===== config.mk =====
export PLATFORM = sky130hd
export DESIGN_NAME = cssr_status_regs
export DESIGN_NICKNAME = d
export VERILOG_FILES = /design/src/hw/cssr_strap_latch.v /design/src/hw/cssr_phase_count.v /design/src/hw/cssr_status_regs.v
export VERILOG_INCLUDE_DIRS = /design/src /design/src/hw
export SDC_FILE = /design/constraint.sdc
export NUM_CORES = 1
export LEC_CHECK = 0
export BUFFER_PORTS_ARGS = -buffer_cell sky130_fd_sc_hd__buf_4
export CAP_MARGIN = 5
export CORE_MARGIN = 2
export CORE_UTILIZATION = 44
export DETAILED_ROUTE_END_ITERATION = 12
export PLACE_DENSITY_LB_ADDON = 0.08
export SYNTH_ARGS = -nofsm -noshare
export SYNTH_HDL_FRONTEND = slang
export SYNTH_SLANG_ARGS = --single-unit

===== constraint.sdc =====
create_clock -name CLK -period 1.1 [get_ports CLK]
set_input_delay 0.22 -clock CLK [delete_from_list [all_inputs] [get_ports CLK]]
set_output_delay 0.22 -clock CLK [all_outputs]
set_load 0.01 [all_outputs]

===== src/hw/cssr_defs.vh =====
// constants for the converter system status register pair
`ifndef CSSR_DEFS_VH
`define CSSR_DEFS_VH

// register offsets on the management port
`define CSSR_OFS_CONV_CFG       8'hDC
`define CSSR_OFS_PHASE_CFG      8'hDD

// reset values
`define CSSR_RST_CONV_CFG       8'h00
`define CSSR_RST_PHASE_CFG      8'h00

// converter_config_status fields
`define CSSR_CONV_DIR_BIT       0
`define CSSR_POS_LO             1
`define CSSR_POS_HI             2
`define CSSR_SWMODE_BIT         3
`define CSSR_PROT_BIT           4
`define CSSR_OUTSTYLE_BIT       5
`define CSSR_CONV_RSVD_BIT      6
`define CSSR_READY_BIT          7

// phase_config_status fields
`define CSSR_SHED_BIT           0
`define CSSR_OPPH_LO            1
`define CSSR_OPPH_HI            3
`define CSSR_MAXPH_LO           4
`define CSSR_MAXPH_HI           6
`define CSSR_PHASE_RSVD_BIT     7

// device position codes
`define CSSR_POS_MASTER         2'h0

// phase count codes
`define CSSR_OPPH_SIX           3'h7
`define CSSR_OPPH_FOUR          3'h5
`define CSSR_OPPH_THREE         3'h3
`define CSSR_OPPH_TWO           3'h6
`define CSSR_MAXPH_SIX          3'h0
`define CSSR_MAXPH_FOUR         3'h1
`define CSSR_MAXPH_THREE        3'h2
`define CSSR_MAXPH_TWO          3'h3
`define CSSR_MAXPH_ERR          3'h7

// startup strap capture window length in clock cycles
`define CSSR_INIT_CYCLES        4'h8

`endif


===== src/hw/cssr_strap_latch.v =====
// strap capture at startup initialization
`timescale 1ns/1ns
`default_nettype none
`include "cssr_defs.vh"

module cssr_strap_latch (
   // clock and control
   input  wire       clk,
   input  wire       rst,
   input  wire       ce,
   // raw strap levels
   input  wire [1:0] pos_in,
   input  wire       swmode_in,
   input  wire       prot_in,
   input  wire       outstyle_in,
   input  wire [4:0] phase_drive_in,
   // latched configuration
   output reg  [1:0] pos_r,
   output reg        swmode_r,
   output reg        prot_r,
   output reg        outstyle_r,
   output reg  [2:0] maxph_r,
   output reg        init_done_r
);

   reg  [3:0] init_cnt_r;
   reg  [2:0] maxph_nxt;

   // maximum phase decode; a strapped first or second output is an error
   always @* begin
      if (phase_drive_in[0] || phase_drive_in[1])
         maxph_nxt = `CSSR_MAXPH_ERR;
      else if (phase_drive_in[2])
         maxph_nxt = `CSSR_MAXPH_TWO;
      else if (phase_drive_in[3])
         maxph_nxt = `CSSR_MAXPH_THREE;
      else if (phase_drive_in[4])
         maxph_nxt = `CSSR_MAXPH_FOUR;
      else
         maxph_nxt = `CSSR_MAXPH_SIX;
   end

   // straps are sampled on every cycle of the init window, frozen after it;
   // resampling the whole window lets the last sample win over settling pins
   always @(posedge clk) begin
      if (rst) begin
         init_cnt_r  <= 4'h0;
         init_done_r <= 1'b0;
         pos_r       <= 2'h0;
         swmode_r    <= 1'b0;
         prot_r      <= 1'b0;
         outstyle_r  <= 1'b0;
         maxph_r     <= 3'h0;
      end else if (ce && !init_done_r) begin
         pos_r      <= pos_in;
         swmode_r   <= swmode_in;
         prot_r     <= prot_in;
         outstyle_r <= outstyle_in;
         maxph_r    <= maxph_nxt;
         init_cnt_r <= init_cnt_r + 4'h1;
         if (init_cnt_r == `CSSR_INIT_CYCLES - 4'h1)
            init_done_r <= 1'b1;
      end
   end

endmodule
`default_nettype wire


===== src/hw/cssr_phase_count.v =====
// operating phase count encoder
`timescale 1ns/1ns
`default_nettype none
`include "cssr_defs.vh"

module cssr_phase_count (
   // requested active phases from the converter core
   input  wire [2:0] active_sel,
   // encoded operating phase count
   output reg  [2:0] opph_code
);

   // only the four assigned codes can ever come out
   always @* begin
      case (active_sel)
         3'h0:    opph_code = `CSSR_OPPH_SIX;
         3'h1:    opph_code = `CSSR_OPPH_FOUR;
         3'h2:    opph_code = `CSSR_OPPH_THREE;
         3'h3:    opph_code = `CSSR_OPPH_TWO;
         default: opph_code = `CSSR_OPPH_SIX;
      endcase
   end

endmodule
`default_nettype wire


===== src/hw/cssr_status_regs.v =====
// converter system status registers: strap-derived and live status bytes
// Functional notes
// - config bit 0 follows the direction pin, 0 step-down, 1 step-up.
// - bits 2:1 give the position strap latched at startup.
// - bit 3 gives switching mode strap, 0 diode emulation, 1 forced PWM.
// - bit 4 gives protection strap, 0 latch-off, 1 hiccup.
// - bit 5 gives output style strap, 0 two-level, 1 three-level.
// - bit 7 reads 1 once PWM outputs are ready, else 0.
// - slaves always read 0 in the output ready bit.
// - phase bit 0 follows shed pin, 0 shedding enabled, 1 disabled.
// - slaves always report shedding disabled, value 1.
// - bits 3:1 give operating phase count using only assigned codes.
// - bits 6:4 give maximum phase count latched from phase straps.
// - first or second phase output strapped high reports 111.
`timescale 1ns/1ns
`default_nettype none
`include "cssr_defs.vh"

module cssr_status_regs (
   // clock, reset, enable
   input  wire       CLK,
   input  wire       RST,
   input  wire       CE,
   // live pins
   input  wire       DIRECTION_SELECT_PIN,
   input  wire       PHASE_SHED_CONTROL_PIN,
   input  wire       PWM_READY,
   input  wire [2:0] ACTIVE_PHASE_SEL,
   // startup straps
   input  wire [1:0] POSITION_STRAP,
   input  wire       SWITCH_MODE_STRAP,
   input  wire       PROTECT_MODE_STRAP,
   input  wire       OUTPUT_STYLE_STRAP,
   input  wire [4:0] PHASE_DRIVE_STRAP,
   // register access from the management port
   input  wire [7:0] REG_ADDR,
   input  wire       REG_RD,
   input  wire       REG_WR,
   input  wire [7:0] REG_WDATA,
   // register answer
   output reg  [7:0] REG_RDATA,
   output reg        REG_HIT,
   output wire       INIT_DONE
);

   wire [1:0] pos_r;
   wire       swmode_r;
   wire       prot_r;
   wire       outstyle_r;
   wire [2:0] maxph_r;
   wire       init_done_r;
   wire [2:0] opph_code;
   wire       is_slave;
   reg  [7:0] conv_cfg_r;
   reg  [7:0] phase_cfg_r;
   reg  [7:0] conv_cfg_nxt;
   reg  [7:0] phase_cfg_nxt;
   reg  [7:0] rdata_nxt;
   reg        hit_nxt;

   // startup strap capture
   cssr_strap_latch u_straps (
      .clk            (CLK),
      .rst            (RST),
      .ce             (CE),
      .pos_in         (POSITION_STRAP),
      .swmode_in      (SWITCH_MODE_STRAP),
      .prot_in        (PROTECT_MODE_STRAP),
      .outstyle_in    (OUTPUT_STYLE_STRAP),
      .phase_drive_in (PHASE_DRIVE_STRAP),
      .pos_r          (pos_r),
      .swmode_r       (swmode_r),
      .prot_r         (prot_r),
      .outstyle_r     (outstyle_r),
      .maxph_r        (maxph_r),
      .init_done_r    (init_done_r)
   );

   // operating phase count encoder
   cssr_phase_count u_phcnt (
      .active_sel (ACTIVE_PHASE_SEL),
      .opph_code  (opph_code)
   );

   assign INIT_DONE = init_done_r;
   assign is_slave  = (pos_r != `CSSR_POS_MASTER);

   // next register images; the protection bit is reported even though a host
   // using per-fault responses disregards it
   always @* begin
      conv_cfg_nxt = `CSSR_RST_CONV_CFG;
      conv_cfg_nxt[`CSSR_CONV_DIR_BIT]       = DIRECTION_SELECT_PIN;
      conv_cfg_nxt[`CSSR_POS_HI:`CSSR_POS_LO] = pos_r;
      conv_cfg_nxt[`CSSR_SWMODE_BIT]         = swmode_r;
      conv_cfg_nxt[`CSSR_PROT_BIT]           = prot_r;
      conv_cfg_nxt[`CSSR_OUTSTYLE_BIT]       = outstyle_r;
      conv_cfg_nxt[`CSSR_CONV_RSVD_BIT]      = 1'b0;
      // slaves do not own the driver enable, so never ready
      conv_cfg_nxt[`CSSR_READY_BIT] = PWM_READY && !is_slave;
      phase_cfg_nxt = `CSSR_RST_PHASE_CFG;
      // master owns phase dropping; slaves show it disabled
      phase_cfg_nxt[`CSSR_SHED_BIT] = PHASE_SHED_CONTROL_PIN || is_slave;
      phase_cfg_nxt[`CSSR_OPPH_HI:`CSSR_OPPH_LO]   = opph_code;
      phase_cfg_nxt[`CSSR_MAXPH_HI:`CSSR_MAXPH_LO] = maxph_r;
      phase_cfg_nxt[`CSSR_PHASE_RSVD_BIT] = 1'b0;
   end

   // status images refresh each enabled cycle; register writes are ignored
   // so software cannot disturb them
   always @(posedge CLK) begin
      if (RST) begin
         conv_cfg_r  <= `CSSR_RST_CONV_CFG;
         phase_cfg_r <= `CSSR_RST_PHASE_CFG;
      end else if (CE) begin
         conv_cfg_r  <= conv_cfg_nxt;
         phase_cfg_r <= phase_cfg_nxt;
      end
   end

   // read decode; unmapped offsets answer zero with no hit
   always @* begin
      rdata_nxt = 8'h00;
      hit_nxt   = 1'b0;
      case (REG_ADDR)
         `CSSR_OFS_CONV_CFG: begin
            rdata_nxt = conv_cfg_r;
            hit_nxt   = 1'b1;
         end
         `CSSR_OFS_PHASE_CFG: begin
            rdata_nxt = phase_cfg_r;
            hit_nxt   = 1'b1;
         end
         default: begin
            rdata_nxt = 8'h00;
            hit_nxt   = 1'b0;
         end
      endcase
   end

   // registered read answer, one cycle after the read strobe
   always @(posedge CLK) begin
      if (RST) begin
         REG_RDATA <= 8'h00;
         REG_HIT   <= 1'b0;
      end else if (CE) begin
         if (REG_RD) begin
            REG_RDATA <= rdata_nxt;
            REG_HIT   <= hit_nxt;
         end else if (REG_WR) begin
            // a write to either status byte is accepted but changes nothing
            REG_RDATA <= REG_RDATA;
            REG_HIT   <= hit_nxt && (REG_WDATA == REG_WDATA);
         end else begin
            REG_HIT   <= 1'b0;
         end
      end
   end

endmodule
`default_nettype wire


==> impl_results.md <==
- Post-synthesis to final-layout area growth: 30.2%
- Post-CTS Repair Setup Buffers: 0
- Hold_sp: RST
- Critical path launch point type: flop
- Post-synthesis async set-or-reset flop share: 0%
- RePlAce Congestion: 0.726
- Number of buffer and inverter stages on the critical path: 1
- Global routing usage on met3: 6.30%
- Pin count of the biggest net entering global routing: 26
- Synthesis-stage register bit count: 36
- Tot Pwr: 2.38 mW
- Post-detailed-route wirelength per cell: 12.4 um
- Required time reported for the critical path endpoint: 880 ps
- Fraction of final layout cells sized beyond drive strength 1: 29.5%
- Number of placed I/O pins: 47
- Global-route wire length before repair: 4.79 mm
- Number of input and output port buffers inserted: 38
- Layout fillers: 296
- Cell chain of the critical path: buf_4
- Number of enable flip-flop cells after synthesis: 0
- Endpoint arrival time on the critical path: 830 ps
- Most crowded layer after global routing: met2
- H-tree depth: 2
- Clock-pin slew on the worst setup and hold paths: 100 ps
- Clock tree from TritonCTS: done
- Sum of net half-perimeters after detailed placement: 2.26 mm
- Clock Tree Buf Depth: 2
- Final setup fails: 0
- Die footprint: 3750 sq um
- Critical path peak fanout: 5
- Count of TritonRoute iterations in the first routing pass: 4
- Number of placement rows: 20
- Result of the run: completed
- Core Util, Final: 61.0%
- Worst path top cell family by delay: flip-flops
- Global routing met2 resource utilization: 30.2%
- DRC violations left: 0
- Synthesis Warnings: 0
- Most used flip-flop cell after synthesis: dfxtp_1
- Clock Sink Count: 36
- Syn nets: 196
- P_leak: 0.801 nW
- Cts bufs inserted: 5
- Initial cell density of the core: 46.8%
- Slowest stage cell, crit path: dfxtp_2
- Worst flop-to-flop path endpoint: u_straps.init_cnt_r[3]$_SDFFE_PP0P_
- Vias per std cell: 4.99
- End point of the most critical hold path: REG_HIT$_SDFFE_PP0P_
- Most frequent cells in the layout: buf_4 (44), dfxtp_1 (35), nor2_1 (19), nand2_1 (16), mux2i_1 (15)
- Sequential share of the synthesized area: 50.0%
- Relative slew slack: 82.7%
- Hold Slack: 115 ps
- Antenna fix cells: 0
- Overall via count from detail_route: 1217
- Final Hold Fails: 0
- Max-capacitance violation count: 0
- Final #Nets: 237
- Sum of overflow across all layers after global routing: 0
- Die Y: 61.2 um
- Final WL: 3.02 mm
- Most common cell after layout, fill and taps aside: buf_4
- Count of antenna-violating nets left after detailed routing: 0
- Upper clock frequency limit: 953 MHz
- Critical setup path kind: flop to primary output
- Clk_skew: 3.52 ps
- Violation count after the first detailed-routing iteration: 24
- Area of the core region: 3080 sq um
- Longest individual stage delay on the worst path: 380 ps
- Post-synthesis cell area: 1440 sq um
- Path depth of the worst reg2reg path: 3
- Power per cell area: 1270 nW/um^2
- Critical R2R Launch: u_straps.init_cnt_r[0]$_SDFFE_PP0P_
- Antenna violations before repair: 0
- Kind of path behind the tightest hold check: input pin to flop
- Number of global-route vias before repair: 1093
- Max Slew Vio Count: 0
- Minimum period implied by the final worst setup slack: 1050 ps
- Syn avg cell area: 9.12 sq um
- Global Route Usage Sum: 17.8%
- Final clock period utilization by the worst path: 95.4%
- Mapped Cells: 158
- Clock Tree Root: clkbuf_4
- Count of cells along the worst hold path: 2
- Setup slack on the worst flop-to-flop path: 50 ps
- Worst-Margin Slew: 259 ps
- Die outline width: 61.2 um
- CTS resizes: 0
- Worst-Skew Late Latency: 330 ps
- Met1 global-route usage: 20.6%
- Unique masters post-synth: 30
- Type of destination of the critical path: primary output
- Count of hold buffers inserted by post-cts repair: 0
- VDD IR-drop max: 0.754 mV
stage by stage:
stage               setup WS, ps  area (sq um)  setup TNS (ps)  cells
global placement            -221          1790           -1620    236
floorplan                  -48.5          1450            -207    158
global route               -2.05          1880           -2.05    244
finish                      50.2          1880               0    244
CTS                         44.0          1850               0    244
detailed placement          -304          1790           -2010    236
sequential cells by signal, summed over array words and instances (netlist names):
register              count
REG_HIT                   1
REG_RDATA                 8
conv_cfg_r                7
phase_cfg_r               7
u_straps.init_cnt_r       4
u_straps.init_done_r      1
u_straps.maxph_r          3
u_straps.outstyle_r       1
u_straps.pos_r            2
u_straps.prot_r           1
u_straps.swmode_r         1
final cells by class:
cell class | instances | area [sq um] | share of cell area [%]
flip-flops and latches | 36 | 722 | 38.5
multi-input cells | 107 | 676 | 36.0
repair buffers | 45 | 350 | 18.7
clock buffers | 8 | 58.8 | 3.13
well taps | 44 | 55.1 | 2.93
inverters | 4 | 15.0 | 0.800
power by group:
part / total (mW) / internal, mW / switching, mW
sequential: 1.39 / 1.36 / 0.0333
clock: 0.716 / 0.315 / 0.400
combinational: 0.279 / 0.150 / 0.129
how the worst max path moves through the flow:
stage                                                    from                             endpoint  slack (ps)  depth (start not counted)
after floorplan                                   REG_ADDR[1]            REG_RDATA[1]$_SDFFE_PP0P_         -50                          4
after global placement                            REG_ADDR[1]            REG_RDATA[1]$_SDFFE_PP0P_        -220                          4
after detailed placement                          REG_ADDR[1]            REG_RDATA[1]$_SDFFE_PP0P_        -300                          4
after CTS                   u_straps.init_done_r$_SDFFE_PP0P_                            INIT_DONE          40                          1
after global routing      u_straps.init_cnt_r[0]$_SDFFE_PP0P_  u_straps.init_cnt_r[3]$_SDFFE_PP0P_          -2                          3
final                       u_straps.init_done_r$_SDFFE_PP0P_                            INIT_DONE          50                          1
synth_stat cells (all sizes together), types with 2 or more instances:
master | instances | area [sq um]
a211oi | 2 | 15.0
a21oi | 11 | 55.1
buf | 7 | 41.3
clkbuf | 4 | 15.0
dfxtp | 36 | 721
inv | 4 | 15.0
mux2i | 15 | 150
nand2 | 17 | 66.3
nand2b | 3 | 18.8
nand3 | 11 | 55.1
nor2 | 19 | 71.3
nor3 | 2 | 10.0
o21ai | 5 | 25.0
o31ai | 6 | 45.0
o32ai | 2 | 17.5
or3 | 3 | 18.8
per-layer routing:
metal,up-vias,share of wire (%)
li1,631,-
met1,547,43
met2,33,50
met3,6,5.7
met4,0,1.4
met5,-,0
logic make-up after synthesis:
group | Yosys count | share of synthesized area [%]
flip-flops | 36 | 50.0
buffers and inverters | 15 | 4.95
AND/OR/NAND/NOR | 59 | 18.9
XOR/XNOR | 2 | 1.22
multiplexers | 15 | 10.4
adder cells (fa/ha/maj) | 1 | 0.868
AO/OA/AOI/OAI | 30 | 13.6
No activity file was read; power rests on OpenSTA's default activity.
